--- src/osc_ctrl_pkg.sv ---
package osc_ctrl_pkg;

    // ------------------------------------------------------------------
    // register layout of the oscillator unit
    // ------------------------------------------------------------------
    localparam int                SOSC_EN_BIT      = 1;
    localparam int                REF_SEL_LSB      = 0;
    localparam int                REF_SEL_W        = 4;
    localparam int                REF_SWITCH_BIT   = 9;
    localparam int                REF_DIV_LSB      = 16;
    localparam int                REF_DIV_W        = 15;
    localparam int                REF_TRIM_LSB     = 23;
    localparam int                REF_TRIM_W       = 9;
    localparam int                PRIO_W           = 3;
    localparam int                SUBPRIO_W        = 2;
    localparam logic [2:0]        PRIO_NONE        = 3'h0;
    localparam int                NUM_SRC          = 16;

    // ------------------------------------------------------------------
    // port offsets of the controller (word addresses)
    // ------------------------------------------------------------------
    localparam logic [3:0]        ADDR_OSC_CTRL    = 4'h0;
    localparam logic [3:0]        ADDR_REF_CTRL    = 4'h1;
    localparam logic [3:0]        ADDR_REF_TRIM    = 4'h2;
    localparam logic [3:0]        ADDR_LOCK        = 4'h3;
    localparam logic [3:0]        ADDR_IRQ_CFG     = 4'h4;
    localparam logic [3:0]        ADDR_STATUS      = 4'h5;
    localparam logic [3:0]        ADDR_POWER       = 4'h6;

    // lock field layout in the lock register: bit 0 = unlocked
    localparam logic [31:0]       RST_ZERO         = 32'h0000_0000;

    // sleep/idle/debug power state
    typedef enum logic [1:0] {PWR_RUN, PWR_IDLE, PWR_SLEEP, PWR_DEBUG}
        power_type;

endpackage

--- src/osc_link_if.sv ---
`timescale 1ns/1ps
interface osc_link_if;
    logic        unlocked;      // shared system lock open
    logic [31:0] oscCtrl;       // oscillator control register image
    logic [31:0] refCtrl;       // reference clock control image
    logic [31:0] refTrim;       // reference clock trim image
    logic [2:0]  irqPrio;
    logic [1:0]  irqSubPrio;
    logic        irqEnable;
    logic        flagClear;     // one-cycle clear of event flag
    logic [1:0]  powerMode;     // power_type value
    logic        wdtEnable;
    logic        sleepKeep;
    logic        sleepUser;
    logic        sysClkIsSosc;
    logic        primaryFail;   // failure pulse from the monitor
    logic        failFlag;
    logic        irqReq;
    logic        soscRun;
    logic        primaryRun;
    logic        fastRcRun;
    logic        lowPowerRcRun;
    logic        startupDelay;
    logic [3:0]  refSel;
    logic [14:0] refDiv;
    logic [8:0]  refTrimVal;

    modport device (
        input  unlocked, oscCtrl, refCtrl, refTrim, irqPrio, irqSubPrio,
               irqEnable, flagClear, powerMode, wdtEnable, sleepKeep,
               sleepUser, sysClkIsSosc, primaryFail,
        output failFlag, irqReq, soscRun, primaryRun, fastRcRun,
               lowPowerRcRun, startupDelay, refSel, refDiv, refTrimVal
    );
    modport host (
        output unlocked, oscCtrl, refCtrl, refTrim, irqPrio, irqSubPrio,
               irqEnable, flagClear, powerMode, wdtEnable, sleepKeep,
               sleepUser, sysClkIsSosc, primaryFail,
        input  failFlag, irqReq, soscRun, primaryRun, fastRcRun,
               lowPowerRcRun, startupDelay, refSel, refDiv, refTrimVal
    );
endinterface // osc_link_if

--- src/osc_host_end.sv ---
`timescale 1ns/1ps
module osc_host_end (
    input  wire logic        clk,
    input  wire logic        resetn,
    osc_link_if.host         link,
    input  wire logic [3:0]  addr,
    input  wire logic [31:0] wdata,
    input  wire logic        wr,
    input  wire logic        rd,
    input  wire logic        sysClkIsSosc,
    input  wire logic        primaryFail,
    input  wire logic        sleepUser,
    output logic [31:0]      rdata_ff
);
    import osc_ctrl_pkg::*;

    logic [31:0] oscCtrl_ff;
    logic [31:0] refCtrl_ff;
    logic [31:0] refTrim_ff;
    logic        unlocked_ff;
    logic [2:0]  prio_ff;
    logic [1:0]  subPrio_ff;
    logic        irqEn_ff;
    logic        clear_ff;
    logic [1:0]  power_ff;
    logic        wdt_ff;
    logic        keep_ff;
    logic        fail1_ff;
    logic        fail2_ff;
    logic        failOld_ff;

    function automatic logic hit(input logic [3:0] a);
        hit = wr && (addr == a);
    endfunction

    // ------------------------------------------------------------------
    // register writes; lock opens with bit 0, gates only the oscillator control write
    // ------------------------------------------------------------------
    always_ff @(posedge clk or negedge resetn)
    begin
        if (!resetn)
        begin
            oscCtrl_ff  <= RST_ZERO;
            refCtrl_ff  <= RST_ZERO;
            refTrim_ff  <= RST_ZERO;
            unlocked_ff <= 1'b0;
            prio_ff     <= 3'h0;
            subPrio_ff  <= 2'h0;
            irqEn_ff    <= 1'b0;
            power_ff    <= 2'h0;
            wdt_ff      <= 1'b0;
            keep_ff     <= 1'b0;
        end
        else
        begin
            if (hit(ADDR_LOCK))
                unlocked_ff <= wdata[0];
            if (hit(ADDR_OSC_CTRL) && unlocked_ff)
                oscCtrl_ff <= wdata;
            if (hit(ADDR_REF_CTRL))
                refCtrl_ff <= wdata;
            if (hit(ADDR_REF_TRIM))
                refTrim_ff <= wdata;
            if (hit(ADDR_IRQ_CFG))
            begin
                irqEn_ff   <= wdata[0];
                subPrio_ff <= wdata[2:1];
                prio_ff    <= wdata[5:3];
            end
            if (hit(ADDR_POWER))
            begin
                power_ff <= wdata[1:0];
                wdt_ff   <= wdata[2];
                keep_ff  <= wdata[3];
            end
        end
    end

    // status write with bit 0 set clears the event flag (one cycle)
    always_ff @(posedge clk or negedge resetn)
    begin
        if (!resetn)
            clear_ff <= 1'b0;
        else
            clear_ff <= hit(ADDR_STATUS) && wdata[0];
    end

    // failure pin is asynchronous: two flops then edge detect
    always_ff @(posedge clk or negedge resetn)
    begin
        if (!resetn)
        begin
            fail1_ff   <= 1'b0;
            fail2_ff   <= 1'b0;
            failOld_ff <= 1'b0;
        end
        else
        begin
            fail1_ff   <= primaryFail;
            fail2_ff   <= fail1_ff;
            failOld_ff <= fail2_ff;
        end
    end

    // read data one cycle after the strobe, zero elsewhere
    always_ff @(posedge clk or negedge resetn)
    begin
        if (!resetn)
            rdata_ff <= RST_ZERO;
        else if (rd)
            unique case (addr)
                ADDR_OSC_CTRL: rdata_ff <= oscCtrl_ff;
                ADDR_REF_CTRL: rdata_ff <= refCtrl_ff;
                ADDR_REF_TRIM: rdata_ff <= refTrim_ff;
                ADDR_LOCK:     rdata_ff <= {31'h0, unlocked_ff};
                ADDR_IRQ_CFG:  rdata_ff <= {26'h0, prio_ff, subPrio_ff,
                                            irqEn_ff};
                ADDR_STATUS:   rdata_ff <= {21'h0, link.refTrimVal[0],
                                            link.startupDelay,
                                            link.lowPowerRcRun,
                                            link.fastRcRun,
                                            link.primaryRun, link.soscRun,
                                            link.irqReq, 3'h0,
                                            link.failFlag};
                ADDR_POWER:    rdata_ff <= {28'h0, keep_ff, wdt_ff,
                                            power_ff};
                default:       rdata_ff <= RST_ZERO;
            endcase
        else
            rdata_ff <= RST_ZERO;
    end

    assign link.unlocked     = unlocked_ff;
    assign link.oscCtrl      = oscCtrl_ff;
    assign link.refCtrl      = refCtrl_ff;
    assign link.refTrim      = refTrim_ff;
    assign link.irqPrio      = prio_ff;
    assign link.irqSubPrio   = subPrio_ff;
    assign link.irqEnable    = irqEn_ff;
    assign link.flagClear    = clear_ff;
    assign link.powerMode    = power_ff;
    assign link.wdtEnable    = wdt_ff;
    assign link.sleepKeep    = keep_ff;
    assign link.sleepUser    = sleepUser;
    assign link.sysClkIsSosc = sysClkIsSosc;
    assign link.primaryFail  = fail2_ff && !failOld_ff;

endmodule // osc_host_end

--- src/flat_wrapper.sv ---
// flat-port wrapper written by rule: the top's interface ports become plain ports
module osc_host_end_flat import osc_ctrl_pkg::*;
  (clk, resetn, addr, wdata, wr, rd, sysClkIsSosc, primaryFail, sleepUser, rdata_ff, link_unlocked, link_oscCtrl, link_refCtrl, link_refTrim, link_irqPrio, link_irqSubPrio, link_irqEnable, link_flagClear, link_powerMode, link_wdtEnable, link_sleepKeep, link_sleepUser, link_sysClkIsSosc, link_primaryFail, link_failFlag, link_irqReq, link_soscRun, link_primaryRun, link_fastRcRun, link_lowPowerRcRun, link_startupDelay, link_refSel, link_refDiv, link_refTrimVal);
  osc_link_if link_i ();
  input  wire logic clk;
  input  wire logic resetn;
  input  wire logic [3:0] addr;
  input  wire logic [31:0] wdata;
  input  wire logic wr;
  input  wire logic rd;
  input  wire logic sysClkIsSosc;
  input  wire logic primaryFail;
  input  wire logic sleepUser;
  output logic [31:0] rdata_ff;
  output wire logic [$bits(link_i.unlocked)-1:0] link_unlocked;
  output wire logic [$bits(link_i.oscCtrl)-1:0] link_oscCtrl;
  output wire logic [$bits(link_i.refCtrl)-1:0] link_refCtrl;
  output wire logic [$bits(link_i.refTrim)-1:0] link_refTrim;
  output wire logic [$bits(link_i.irqPrio)-1:0] link_irqPrio;
  output wire logic [$bits(link_i.irqSubPrio)-1:0] link_irqSubPrio;
  output wire logic [$bits(link_i.irqEnable)-1:0] link_irqEnable;
  output wire logic [$bits(link_i.flagClear)-1:0] link_flagClear;
  output wire logic [$bits(link_i.powerMode)-1:0] link_powerMode;
  output wire logic [$bits(link_i.wdtEnable)-1:0] link_wdtEnable;
  output wire logic [$bits(link_i.sleepKeep)-1:0] link_sleepKeep;
  output wire logic [$bits(link_i.sleepUser)-1:0] link_sleepUser;
  output wire logic [$bits(link_i.sysClkIsSosc)-1:0] link_sysClkIsSosc;
  output wire logic [$bits(link_i.primaryFail)-1:0] link_primaryFail;
  input wire logic [$bits(link_i.failFlag)-1:0] link_failFlag;
  input wire logic [$bits(link_i.irqReq)-1:0] link_irqReq;
  input wire logic [$bits(link_i.soscRun)-1:0] link_soscRun;
  input wire logic [$bits(link_i.primaryRun)-1:0] link_primaryRun;
  input wire logic [$bits(link_i.fastRcRun)-1:0] link_fastRcRun;
  input wire logic [$bits(link_i.lowPowerRcRun)-1:0] link_lowPowerRcRun;
  input wire logic [$bits(link_i.startupDelay)-1:0] link_startupDelay;
  input wire logic [$bits(link_i.refSel)-1:0] link_refSel;
  input wire logic [$bits(link_i.refDiv)-1:0] link_refDiv;
  input wire logic [$bits(link_i.refTrimVal)-1:0] link_refTrimVal;
  assign link_unlocked = link_i.unlocked;
  assign link_oscCtrl = link_i.oscCtrl;
  assign link_refCtrl = link_i.refCtrl;
  assign link_refTrim = link_i.refTrim;
  assign link_irqPrio = link_i.irqPrio;
  assign link_irqSubPrio = link_i.irqSubPrio;
  assign link_irqEnable = link_i.irqEnable;
  assign link_flagClear = link_i.flagClear;
  assign link_powerMode = link_i.powerMode;
  assign link_wdtEnable = link_i.wdtEnable;
  assign link_sleepKeep = link_i.sleepKeep;
  assign link_sleepUser = link_i.sleepUser;
  assign link_sysClkIsSosc = link_i.sysClkIsSosc;
  assign link_primaryFail = link_i.primaryFail;
  assign link_i.failFlag = link_failFlag;
  assign link_i.irqReq = link_irqReq;
  assign link_i.soscRun = link_soscRun;
  assign link_i.primaryRun = link_primaryRun;
  assign link_i.fastRcRun = link_fastRcRun;
  assign link_i.lowPowerRcRun = link_lowPowerRcRun;
  assign link_i.startupDelay = link_startupDelay;
  assign link_i.refSel = link_refSel;
  assign link_i.refDiv = link_refDiv;
  assign link_i.refTrimVal = link_refTrimVal;
  osc_host_end u_core (.clk(clk), .resetn(resetn), .link(link_i), .addr(addr), .wdata(wdata), .wr(wr), .rd(rd), .sysClkIsSosc(sysClkIsSosc), .primaryFail(primaryFail), .sleepUser(sleepUser), .rdata_ff(rdata_ff));
endmodule
--- config.mk ---
export PLATFORM = sky130hd
export DESIGN_NAME = osc_host_end_flat
export DESIGN_NICKNAME = d
export VERILOG_FILES = /design/src/osc_ctrl_pkg.sv /design/src/osc_link_if.sv /design/src/osc_host_end.sv /design/src/flat_wrapper.sv
export SDC_FILE = /design/constraint.sdc
export NUM_CORES = 1
export LEC_CHECK = 0
export ABC_AREA = 1
export BUFFER_PORTS_ARGS = -buffer_cell sky130_fd_sc_hd__buf_2
export CORE_MARGIN = 1
export CORE_UTILIZATION = 45
export CTS_CLUSTER_DIAMETER = 80
export CTS_CLUSTER_SIZE = 14
export DETAILED_ROUTE_END_ITERATION = 12
export PLACE_DENSITY = 0.77
export REMOVE_ABC_BUFFERS = 1
export SLEW_MARGIN = 10
export SYNTH_ARGS = -nofsm -noshare
export SYNTH_HDL_FRONTEND = slang
export SYNTH_SLANG_ARGS = --single-unit
export TNS_END_PERCENT = 5
--- constraint.sdc ---
create_clock -name clk -period 0.9 [get_ports clk]
set_input_delay 0.225 -clock clk [delete_from_list [all_inputs] [get_ports clk]]
set_output_delay 0.225 -clock clk [all_outputs]
set_load 0.1 [all_outputs]
## Yosys cells after proc, flatten, opt, wreduce, memory -nomap -nowiden

Cells that the tools add are included.

- Multiplexer cells: 2
- Equal/unequal tests: 6
- Reduce and logical (&&, ||, !) cells: 12

Operators with widths:

| operator | number |
|---|---|
| case mux 32 bit (7 select lines) | 1 |
| two-way mux 32 bit | 1 |
| equality test 4 x 3 -> 1 bit, second input constant | 3 |
| logical AND 1 bit | 10 |
| equality test 4 x 2 -> 1 bit, second input constant | 2 |
| equality test 4 x 1 -> 1 bit, second input constant | 1 |
| zero test 4 bit | 1 |
| zero test 1 bit | 1 |

- Word-level logic and storage cells: 35
- Register bits: 143
- Output and inout bits: 143
- Input port bits: 78

## Longest topological paths before layout

Gate-level depths: netlist of the first run.

- Depth in word-level cells: 3
- Gate-level depth with buffers: 9
- Gate-level depth less buffers: 8

## Worst setup path after synthesis of the first run

Ideal clock, no wire load.

- Kind: reg-to-output
- Start point: register u_core.fail2_ff
- End point: output link_primaryFail
- Stages on the path, launching flop included: 3
- Required time: 675 ps
- Slack: -937 ps
- Path buffers: 0
- Arrival: 1612 ps
- Path through: dfrtp_1 > inv_1 > nor2_1

- Word-level cells in the longest chain between the ends: 1

RTL lines:

| element | RTL line | source |
|---|---|---|
| start, declared | osc_host_end.sv:29 | `logic fail2_ff;` |
| start signal, assigned | osc_host_end.sv:100 | `fail2_ff <= fail1_ff;` |
| logical AND 1 bit | osc_host_end.sv:146 | `assign link.primaryFail = fail2_ff && !failOld_ff;` |
| end, declared | flat_wrapper.sv:28 | `output wire logic [$bits(link_i.primaryFail)-1:0] link_primaryFail;` |

Every way passes these cells.

## Worst setup path after layout of the first run

Ends and elaborated chain as after synthesis.

==> impl_metrics.tcl, run 1 <==
set metrics [dict create \
    worst-slew-pin-transition_ps 306.0 \
    grt_pass1_vias 6133 \
    syn_area_sq_um 6015 \
    wl_per_cell_microns 21.45 \
    slew_viol_final 0 \
    crit_required_ps 670 \
    cts_made_buffers 17 \
    core_area_sq_um 12820 \
    synth_cell_types 21 \
    ys_seq_area_share_pct 59.50 \
    die_w_microns 117.6 \
    antenna_left 0 \
    port_buffers 189 \
    period_needed_ps 1359 \
    clk_transition_reported_paths_ps 60 \
    die_area_sq_um 13830 \
    worst_slack_ps -459.1 \
    fmax_mhz 735.8 \
    status "finished, violations left" \
    grt_setup_unrepaired "yes" \
    grt_use_total_pct 30.40 \
    clkLatencyLatePin_ps 410 \
    dpl.hpwl_microns 13510 \
    start_util_pct 46.90 \
    synth.avg_cell_area_sq_um 8.806 \
    drt_wl_total_microns 23510 \
    final_core_util_pct 81.94 \
    die_h_microns 117.6 \
    violations "negative setup slack" \
    cp_max_fo 2 \
    ys_ff_latch 143 \
    ioPinCount 221 \
    areaGrowthSynthToFinish_pct 74.72 \
    drcViolationCount 0 \
    dr.first_iter.drc_count 869 \
    fin_skew_ps 7.760 \
    cts_tree "built" \
    ys_top_cells_by_area "dfrtp_1, nand2_1, o21ai_1, nand3_1, inv_1" \
    synth_ff_type "dfrtp_1" \
    drive_gt1_share_pct 37.53 \
    routabilityCongestion 0.8768 \
    antenna_found_initial 2 \
    num_rows 41 \
    vias 6272 \
    post-synth-top-count-cell "nand2_1" \
    synth_top_cell_area_share_pct 59.50 \
    post-place-cells 1044 \
    cp.arrival_ps 1130 \
    grt.overflow.total 0 \
    root_buffer "clkbuf_16" \
    period_share_pct 151.0 \
    hp-class "in2reg" \
    cts_max_level 4 \
    setup_viol_count_final 251 \
    finalHoldViolCount 0 \
    p_leak_nw 5.203 \
    drv_cap 0 \
    async_flop_share_pct 100.0 \
    fillerInstances 608 \
    instances_no_fill 1096 \
    cts_buffer_depth 2 \
    p_per_area_nw_per_um2 2909 \
    synth-edff-count 0 \
    cts_num_sinks 143 \
    setup.worst_path.start_class "flip-flop" \
    path_class "reg2out" \
    synthTopCellsByCount "nand2_1, dfrtp_1, o21ai_1" \
    endpoint_kind "output pin" \
    ir_worst_vdd_v 0.001695 \
    firstDrtPassIters 7 \
    via_per_inst 5.723 \
    fin_nets 988 \
    grt_max_degree 41 \
    grt_first_pass_wirelength_microns 32560 \
    synth_cells 683 \
    yosys.area.top_type "dfrtp_1" \
    slew_headroom_pct 79.58 \
    yosys_warnings 0 \
]
==> timing repair <==
action / 4_1_cts / 5_1_grt
gates resized for setup: 28 / 55
setup endpoints to repair: 193 / 222
hold endpoints to repair: 144 / 0
pin swaps: 5 / 7
setup buffers: 8 / 9
hold buffers: 2 / 0
==> final timing paths <==
path / to / depth (start not counted) / startpoint / slack, ps
min reg2reg: u_core.fail2_ff$_DFF_PN0_ / 0 / u_core.fail1_ff$_DFF_PN0_ / 390
max in group asynchronous: u_core.link.refTrim[16]$_DFFE_PN0P_ / 3 / resetn / 140
max: link_primaryFail / 3 / u_core.fail2_ff$_DFF_PN0_ / -460
max reg2reg: u_core.link.oscCtrl[20]$_DFFE_PN0P_ / 6 / u_core.link.unlocked$_DFFE_PN0P_ / -350
min: u_core.link.irqPrio[0]$_DFFE_PN0P_ / 3 / wdata[3] / 70
min in group asynchronous: u_core.rdata_ff[6]$_DFF_PN0_ / 2 / resetn / 250
==> final cells by class <==
type                    instances  area [sq um]  share of cell area [%]
multi-input cells             431          2059                   19.60
flip-flops and latches        143          3616                   34.41
well taps                     172         215.2                   2.048
diodes                          2         5.005                 0.04762
repair buffers                249          3754                   35.72
clock buffers                  22         464.2                   4.417
inverters                      68         260.3                   2.476
clock inverters                 9         135.1                   1.286
==> flip-flops by register name, indices dropped and copies added, names as in the netlist <==
register                flops
u_core.fail1_ff             1
u_core.fail2_ff             1
u_core.failOld_ff           1
u_core.link.flagClear       1
u_core.link.irqEnable       1
u_core.link.irqPrio         3
u_core.link.irqSubPrio      2
u_core.link.oscCtrl        32
u_core.link.powerMode       2
u_core.link.refCtrl        32
u_core.link.refTrim        32
u_core.link.sleepKeep       1
u_core.link.unlocked        1
u_core.link.wdtEnable       1
u_core.rdata_ff            32
==> per-stage QoR <==
| stage | TNS, ps | setup WS, ps | power [mW] | hold WS, ps | area, sq um |
|---|---|---|---|---|---|
| 3_5_place_dp | -50310 | -447.2 | 22.71 | 100.2 | 9553 |
| 4_1_cts | -56150 | -454.1 | 30.04 | 59.34 | 10290 |
| 3_3_place_gp | -44160 | -365.3 | 22.47 | 96.67 | 9553 |
| 5_1_grt | -77900 | -507.1 | 31.27 | 72.43 | 10510 |
| 2_1_floorplan | -177510 | -1546 | 16.70 | -70.59 | 5777 |
| 6_report | -63090 | -459.1 | 30.57 | 70.99 | 10510 |
==> cell usage in the layout (no fill, tap or decap), types with 3 or more instances in the layout <==
cell / n
buf_12: 155
buf_2: 45
buf_4: 32
buf_6: 14
bufinv_16: 3
clkbuf_1: 3
clkbuf_16: 17
clkinvlp_4: 3
dfrtp_1: 113
dfrtp_2: 30
inv_1: 62
inv_2: 4
nand2_1: 181
nand2_2: 10
nand2_4: 4
nand3_1: 83
nand3_2: 7
nor2_1: 23
nor2_2: 3
nor2_4: 6
o21a_1: 5
o21ai_0: 6
o21ai_1: 97
o21ai_2: 4
==> worst max-delay path, stage by stage, from the launching register on <==
cell	delay, ps
dfrtp_1	380
inv_2	60
nor2_4	100
buf_12	180
==> kinds of logic (layout without fill, tap and decap cells) <==
kind of cell,after synthesis,count (layout),synth area share (%)
flops,143,143,59.50
buf+inv,109,348,8.238
compound gates,113,113,9.611
simple gates,318,318,22.65
other cells,0,2,0
==> routing by layer <==
metal  part of all wire (%)  global-route usage (%)  wire, microns  vias to the layer above
li1                       -                       -              -                     2648
met1                     34                   34.42           8052                     3002
met2                     51                   51.88          11890                      482
met3                    8.7                   7.025           2042                      140
met4                    6.5                   18.91           1531                        0
met5                      0                       0              0                        -
==> where the power goes <==
group,leakage (nW),internal [mW],switching [mW]
combinational,3.09,4.84,9.50
clock,0.282,4.50,2.70
sequential,1.83,7.50,1.53
total,5.20,16.8,13.7
No activity file was read; power rests on OpenSTA's default activity.
==> inputs of run 2 (changes only) <==
--- a/config.mk
+++ b/config.mk
@@ -14,6 +14,7 @@
 export DETAILED_ROUTE_END_ITERATION = 12
 export PLACE_DENSITY = 0.77
 export REMOVE_ABC_BUFFERS = 1
+export SETUP_SLACK_MARGIN = 0.02
 export SLEW_MARGIN = 10
 export SYNTH_ARGS = -nofsm -noshare
 export SYNTH_HDL_FRONTEND = slang
==> run 2 against run 1 <==
The flow still finishes with violations (negative setup slack); total power down 0.27%; hold slack improved by 1.5 ps; non-clock buffer count up 1; fmax up 0.84%; global-route usage grew 0.86 points; critical endpoint unchanged; largest power group unchanged; count of clock-buffer cells in the layout stayed put; sequential share of layout area hardly changed; final area hardly changed.
==> impl_metrics.tcl, run 2 (same netlist as run 1, synthesis figures left out) <==
set metrics [dict create \
    root_buffer "clkbuf_16" \
    dpl.hpwl_microns 13510 \
    antenna_left 0 \
    num_rows 41 \
    cts_buffer_depth 2 \
    worst-slew-pin-transition_ps 275.2 \
    drcViolationCount 0 \
    finalHoldViolCount 0 \
    cp_max_fo 2 \
    path_class "reg2out" \
    grt_use_total_pct 31.26 \
    holdWs_ps 72.46 \
    status "finished, violations left" \
    slew_viol_final 0 \
    fillerInstances 606 \
    fin_skew_ps 9.235 \
    cts_tree "built" \
    antenna_found_initial 1 \
    areaGrowthSynthToFinish_pct 74.68 \
    grt_first_pass_wirelength_microns 33310 \
    clkLatencyLatePin_ps 410 \
    final_core_util_pct 81.92 \
    worst_slack_ps -447.7 \
    drv_cap 0 \
    setup.worst_path.start_class "flip-flop" \
    routabilityCongestion 0.8768 \
    fin_nets 989 \
    start_util_pct 46.90 \
    period_share_pct 149.7 \
    mostFrequentLayoutCells "nand2_1, buf_12, dfrtp_1" \
    grt.overflow.total 0 \
    core_area_sq_um 12820 \
    dr.first_iter.drc_count 763 \
    drive_gt1_share_pct 37.81 \
    grt_max_degree 41 \
    final_common_cell "nand2_1" \
    die_area_sq_um 13830 \
    p_leak_nw 5.189 \
    port_buffers 189 \
    grt_setup_unrepaired "yes" \
    ioPinCount 221 \
    firstDrtPassIters 6 \
    cts_num_sinks 143 \
    clk_transition_reported_paths_ps 60 \
    cp.arrival_ps 1120 \
    slew_headroom_pct 81.63 \
    endpoint_kind "output pin" \
    via_per_inst 5.601 \
    ir_worst_vdd_v 0.001712 \
    setup_viol_count_final 213 \
    violations "negative setup slack" \
    grt_pass1_vias 6174 \
    p_per_area_nw_per_um2 2902 \
    vias 6139 \
    die_w_microns 117.6 \
    cts_made_buffers 17 \
    drt_wl_total_microns 22130 \
    wl_per_cell_microns 20.19 \
    hp-class "in2reg" \
    die_h_microns 117.6 \
    cts_max_level 4 \
    period_needed_ps 1348 \
    crit_required_ps 670 \
    fmax_mhz 742.0 \
]
run 2: layout make-up:
class	count	area (sq um)	share of cell area [%]
Inverter	68	260.3	2.477
Timing Repair Buffer	250	3754	35.73
Antenna cell	1	2.502	0.02382
Clock inverter	9	135.1	1.286
Sequential cell	143	3617	34.43
Tap cell	172	215.2	2.048
Multi-Input combinational cell	431	2058	19.59
Clock buffer	22	464.2	4.418
run 2: power by group:
part	switching, mW	internal [mW]	leakage [nW]	total [mW]
combinational	9.44	4.86	3.08	14.3
clock	2.71	4.50	0.282	7.21
sequential	1.49	7.50	1.82	8.98
total	13.6	16.9	5.19	30.5
run 2: critical path, cell delays in order (launching register included):
cell and delay (ps):
dfrtp_1 370, inv_2 60, nor2_4 100, buf_12 180
run 2: worst paths after layout:
check / startpoint / to / slack, ps / depth (start not counted)
worst max-delay path: u_core.fail2_ff$_DFF_PN0_ / link_primaryFail / -450 / 3
max in group asynchronous: resetn / u_core.link.refTrim[16]$_DFFE_PN0P_ / 150 / 3
worst min register to register: u_core.fail1_ff$_DFF_PN0_ / u_core.fail2_ff$_DFF_PN0_ / 370 / 0
worst max register to register: u_core.link.unlocked$_DFFE_PN0P_ / u_core.link.oscCtrl[16]$_DFFE_PN0P_ / -350 / 6
min in group asynchronous: resetn / u_core.rdata_ff[6]$_DFF_PN0_ / 250 / 2
worst min-delay path: wdata[5] / u_core.link.irqPrio[2]$_DFFE_PN0P_ / 70 / 3
run 2: stage by stage:
step | total power, mW | setup slack, ps | setup TNS [ps] | cells | instance area, sq um
after floorplan | 16.70 | -1546 | -177510 | 642 | 5777
after CTS | 30.06 | -454.1 | -56120 | 1086 | 10310
after global placement | 22.47 | -365.3 | -44160 | 1044 | 9553
after detailed placement | 22.71 | -447.2 | -50310 | 1044 | 9553
final | 30.49 | -447.7 | -59940 | 1096 | 10510
after global routing | 31.21 | -467.2 | -65890 | 1096 | 10510
run 2: what timing repair did:
item,CTS,global route
endpoints found under the hold margin,144,0
resized for setup,30,54
hold buffers,2,0
endpoints found under the setup margin,214,240
pin swaps,5,12
buffers inserted,9,9
run 2: per-layer routing:
layer	track usage, %	wire length [microns]	vias up
met4	19.39	1196	0
met3	8.672	1824	105
met5	0	0	-
li1	-	-	2645
met2	52.65	11130	442
met1	35.05	7975	2947
==> inputs of run 3 (changes only) <==
--- a/config.mk
+++ b/config.mk
@@ -12,7 +12,9 @@
 export CTS_CLUSTER_DIAMETER = 80
 export CTS_CLUSTER_SIZE = 14
 export DETAILED_ROUTE_END_ITERATION = 12
+export GPL_TIMING_DRIVEN = 0
 export PLACE_DENSITY = 0.77
+export RECOVER_POWER = 50
 export REMOVE_ABC_BUFFERS = 1
 export SETUP_SLACK_MARGIN = 0.02
 export SLEW_MARGIN = 10
==> run 3 against run 2 <==
The run ends with negative hold slack, negative setup slack left; utilization grew 0.99 points; first-iteration DRC count is 29% higher; die area unchanged.
==> impl_metrics.tcl, run 3 (same netlist as run 1, synthesis figures left out) <==
set metrics [dict create \
    path_class "in2reg" \
    violations "negative hold slack, negative setup slack" \
    ioPinCount 221 \
    fin_area_sq_um 10630 \
    routabilityCongestion 0.8565 \
    multi_input_area_sq_um 2320 \
    status "finished, violations left" \
    root_buffer "clkbuf_16" \
    drt_wl_total_microns 29710 \
    grt_first_pass_wirelength_microns 38450 \
    endpoint_kind "flip-flop" \
    clkLatencyLatePin_ps 440 \
    setup_tns_ps -86990 \
    cts_buffer_depth 2 \
    grt_pass1_vias 6661 \
    hold_buffers 1 \
    mostFrequentLayoutCells "nand2_1, buf_12, dfrtp_1" \
    slew_headroom_pct 37.64 \
    cts_made_buffers 17 \
    place_ws_ps -2540 \
    cp.arrival_ps 1780 \
    drcViolationCount 0 \
    hp-class "in2async" \
    cts_max_level 4 \
    cts_num_sinks 143 \
    setup_viol_count_final 280 \
    wl_per_cell_microns 27.49 \
    drv_cap 0 \
    p_per_area_nw_per_um2 2993 \
    grt_setup_unrepaired "yes" \
    p_leak_nw 5.129 \
    via_per_inst 6.383 \
    slew_viol_final 0 \
    die_w_microns 117.6 \
    holdWs_ps -89.84 \
    firstDrtPassIters 8 \
    cp_max_fo 26 \
    crit_required_ps 1250 \
    antenna_found_initial 3 \
    antenna_left 0 \
    vias 6900 \
    grt_max_degree 87 \
    period_needed_ps 1430 \
    placed_cell_area_sq_um 7000 \
    core_area_sq_um 12820 \
    seqCellArea_sq_um 3618 \
    setup.worst_path.start_class "primary input" \
    port_buffers 189 \
    worst_slack_ps -530.3 \
    cts_tree "built" \
    dr.first_iter.drc_count 986 \
    fin_skew_ps 11.37 \
    ir_worst_vdd_v 0.002033 \
    worst-slew-pin-transition_ps 933.2 \
    clk_transition_reported_paths_ps 70 \
    grt_use_total_pct 37.65 \
    dpl.hpwl_microns 9801 \
    areaGrowthSynthToFinish_pct 76.78 \
    final_core_util_pct 82.91 \
    fillerInstances 586 \
    fmax_mhz 699.2 \
    final_common_cell "nand2_1" \
    die_area_sq_um 13830 \
    grt.overflow.total 0 \
    period_share_pct 158.9 \
    die_h_microns 117.6 \
    drive_gt1_share_pct 37.44 \
    fin_nets 974 \
    start_util_pct 46.90 \
    finalHoldViolCount 57 \
    num_rows 41 \
]
==> run 3: cell count changes in the layout (fill, tap and decap cells not counted), sizes merged <==
| cell | delta |
|---|---|
| nor2 | +4 |
| clkinvlp | -2 |
| nand2 | +6 |
| bufinv | +5 |
| buf | -30 |
| inv | -1 |
| nand4 | +1 |
| clkinv | +1 |
| dlygate4sd3 | -1 |
| clkbuf | +2 |
==> run 3: where the power goes <==
part	switching [mW]	total [mW]	internal, mW
registers	1.62	9.12	7.50
clock network	2.87	8.40	5.53
logic	9.67	14.3	4.63
total	14.2	31.8	17.7
==> run 3: timing repair <==
action                                  CTS  global route
pin swaps                                17             4
gates resized for setup                 576           100
gates cloned                             12             6
buffers inserted                         18             7
endpoints found under the setup margin  281           279
endpoints found under the hold margin    58            57
==> run 3: final cells by class <==
cell class | count | area share, %
Clock inverter | 11 | 2.224
Clock buffer | 20 | 4.201
Sequential cell | 143 | 34.03
Timing Repair inverter | 1 | 0.1530
Inverter | 68 | 2.824
Timing Repair Buffer | 223 | 32.70
Multi-Input combinational cell | 442 | 21.82
Tap cell | 172 | 2.024
Antenna cell | 1 | 0.02353
==> run 3: worst max-delay path: stages <==
cell and delay [ps]:
buf_12 130, nor2_4 730, nand3_1 270, nand2_1 190, nor2_1 70, nor2_1 150
==> run 3: final timing paths <==
| check | start | cells after the start | to | slack, ps |
|---|---|---|---|---|
| min | resetn | 1 | u_core.link.refCtrl[5]$_DFFE_PN0P_ | -90 |
| max in group asynchronous | resetn | 2 | u_core.link.oscCtrl[31]$_DFFE_PN0P_ | 70 |
| max | addr[2] | 6 | u_core.rdata_ff[10]$_DFF_PN0_ | -530 |
| min reg2reg | u_core.fail1_ff$_DFF_PN0_ | 0 | u_core.fail2_ff$_DFF_PN0_ | 420 |
| max reg2reg | u_core.link.unlocked$_DFFE_PN0P_ | 5 | u_core.link.oscCtrl[14]$_DFFE_PN0P_ | -410 |
| min in group clk | wdata[5] | 3 | u_core.link.irqPrio[2]$_DFFE_PN0P_ | 30 |
==> run 3: per-stage QoR <==
step                      total power, mW  std cells
after floorplan                     16.70        642
after global placement              18.46       1003
after detailed placement            18.58       1005
after CTS                           30.65       1067
after global routing                32.40       1081
final                               31.82       1081
==> run 3: metal layers <==
layer / vias to the layer above / GRT usage, % / share of wire [%]
met5: - / 0 / 0.030
li1: 2631 / - / -
met4: 2 / 27.08 / 9.0
met1: 3346 / 43.56 / 32
met2: 672 / 62.17 / 47
met3: 249 / 7.800 / 11
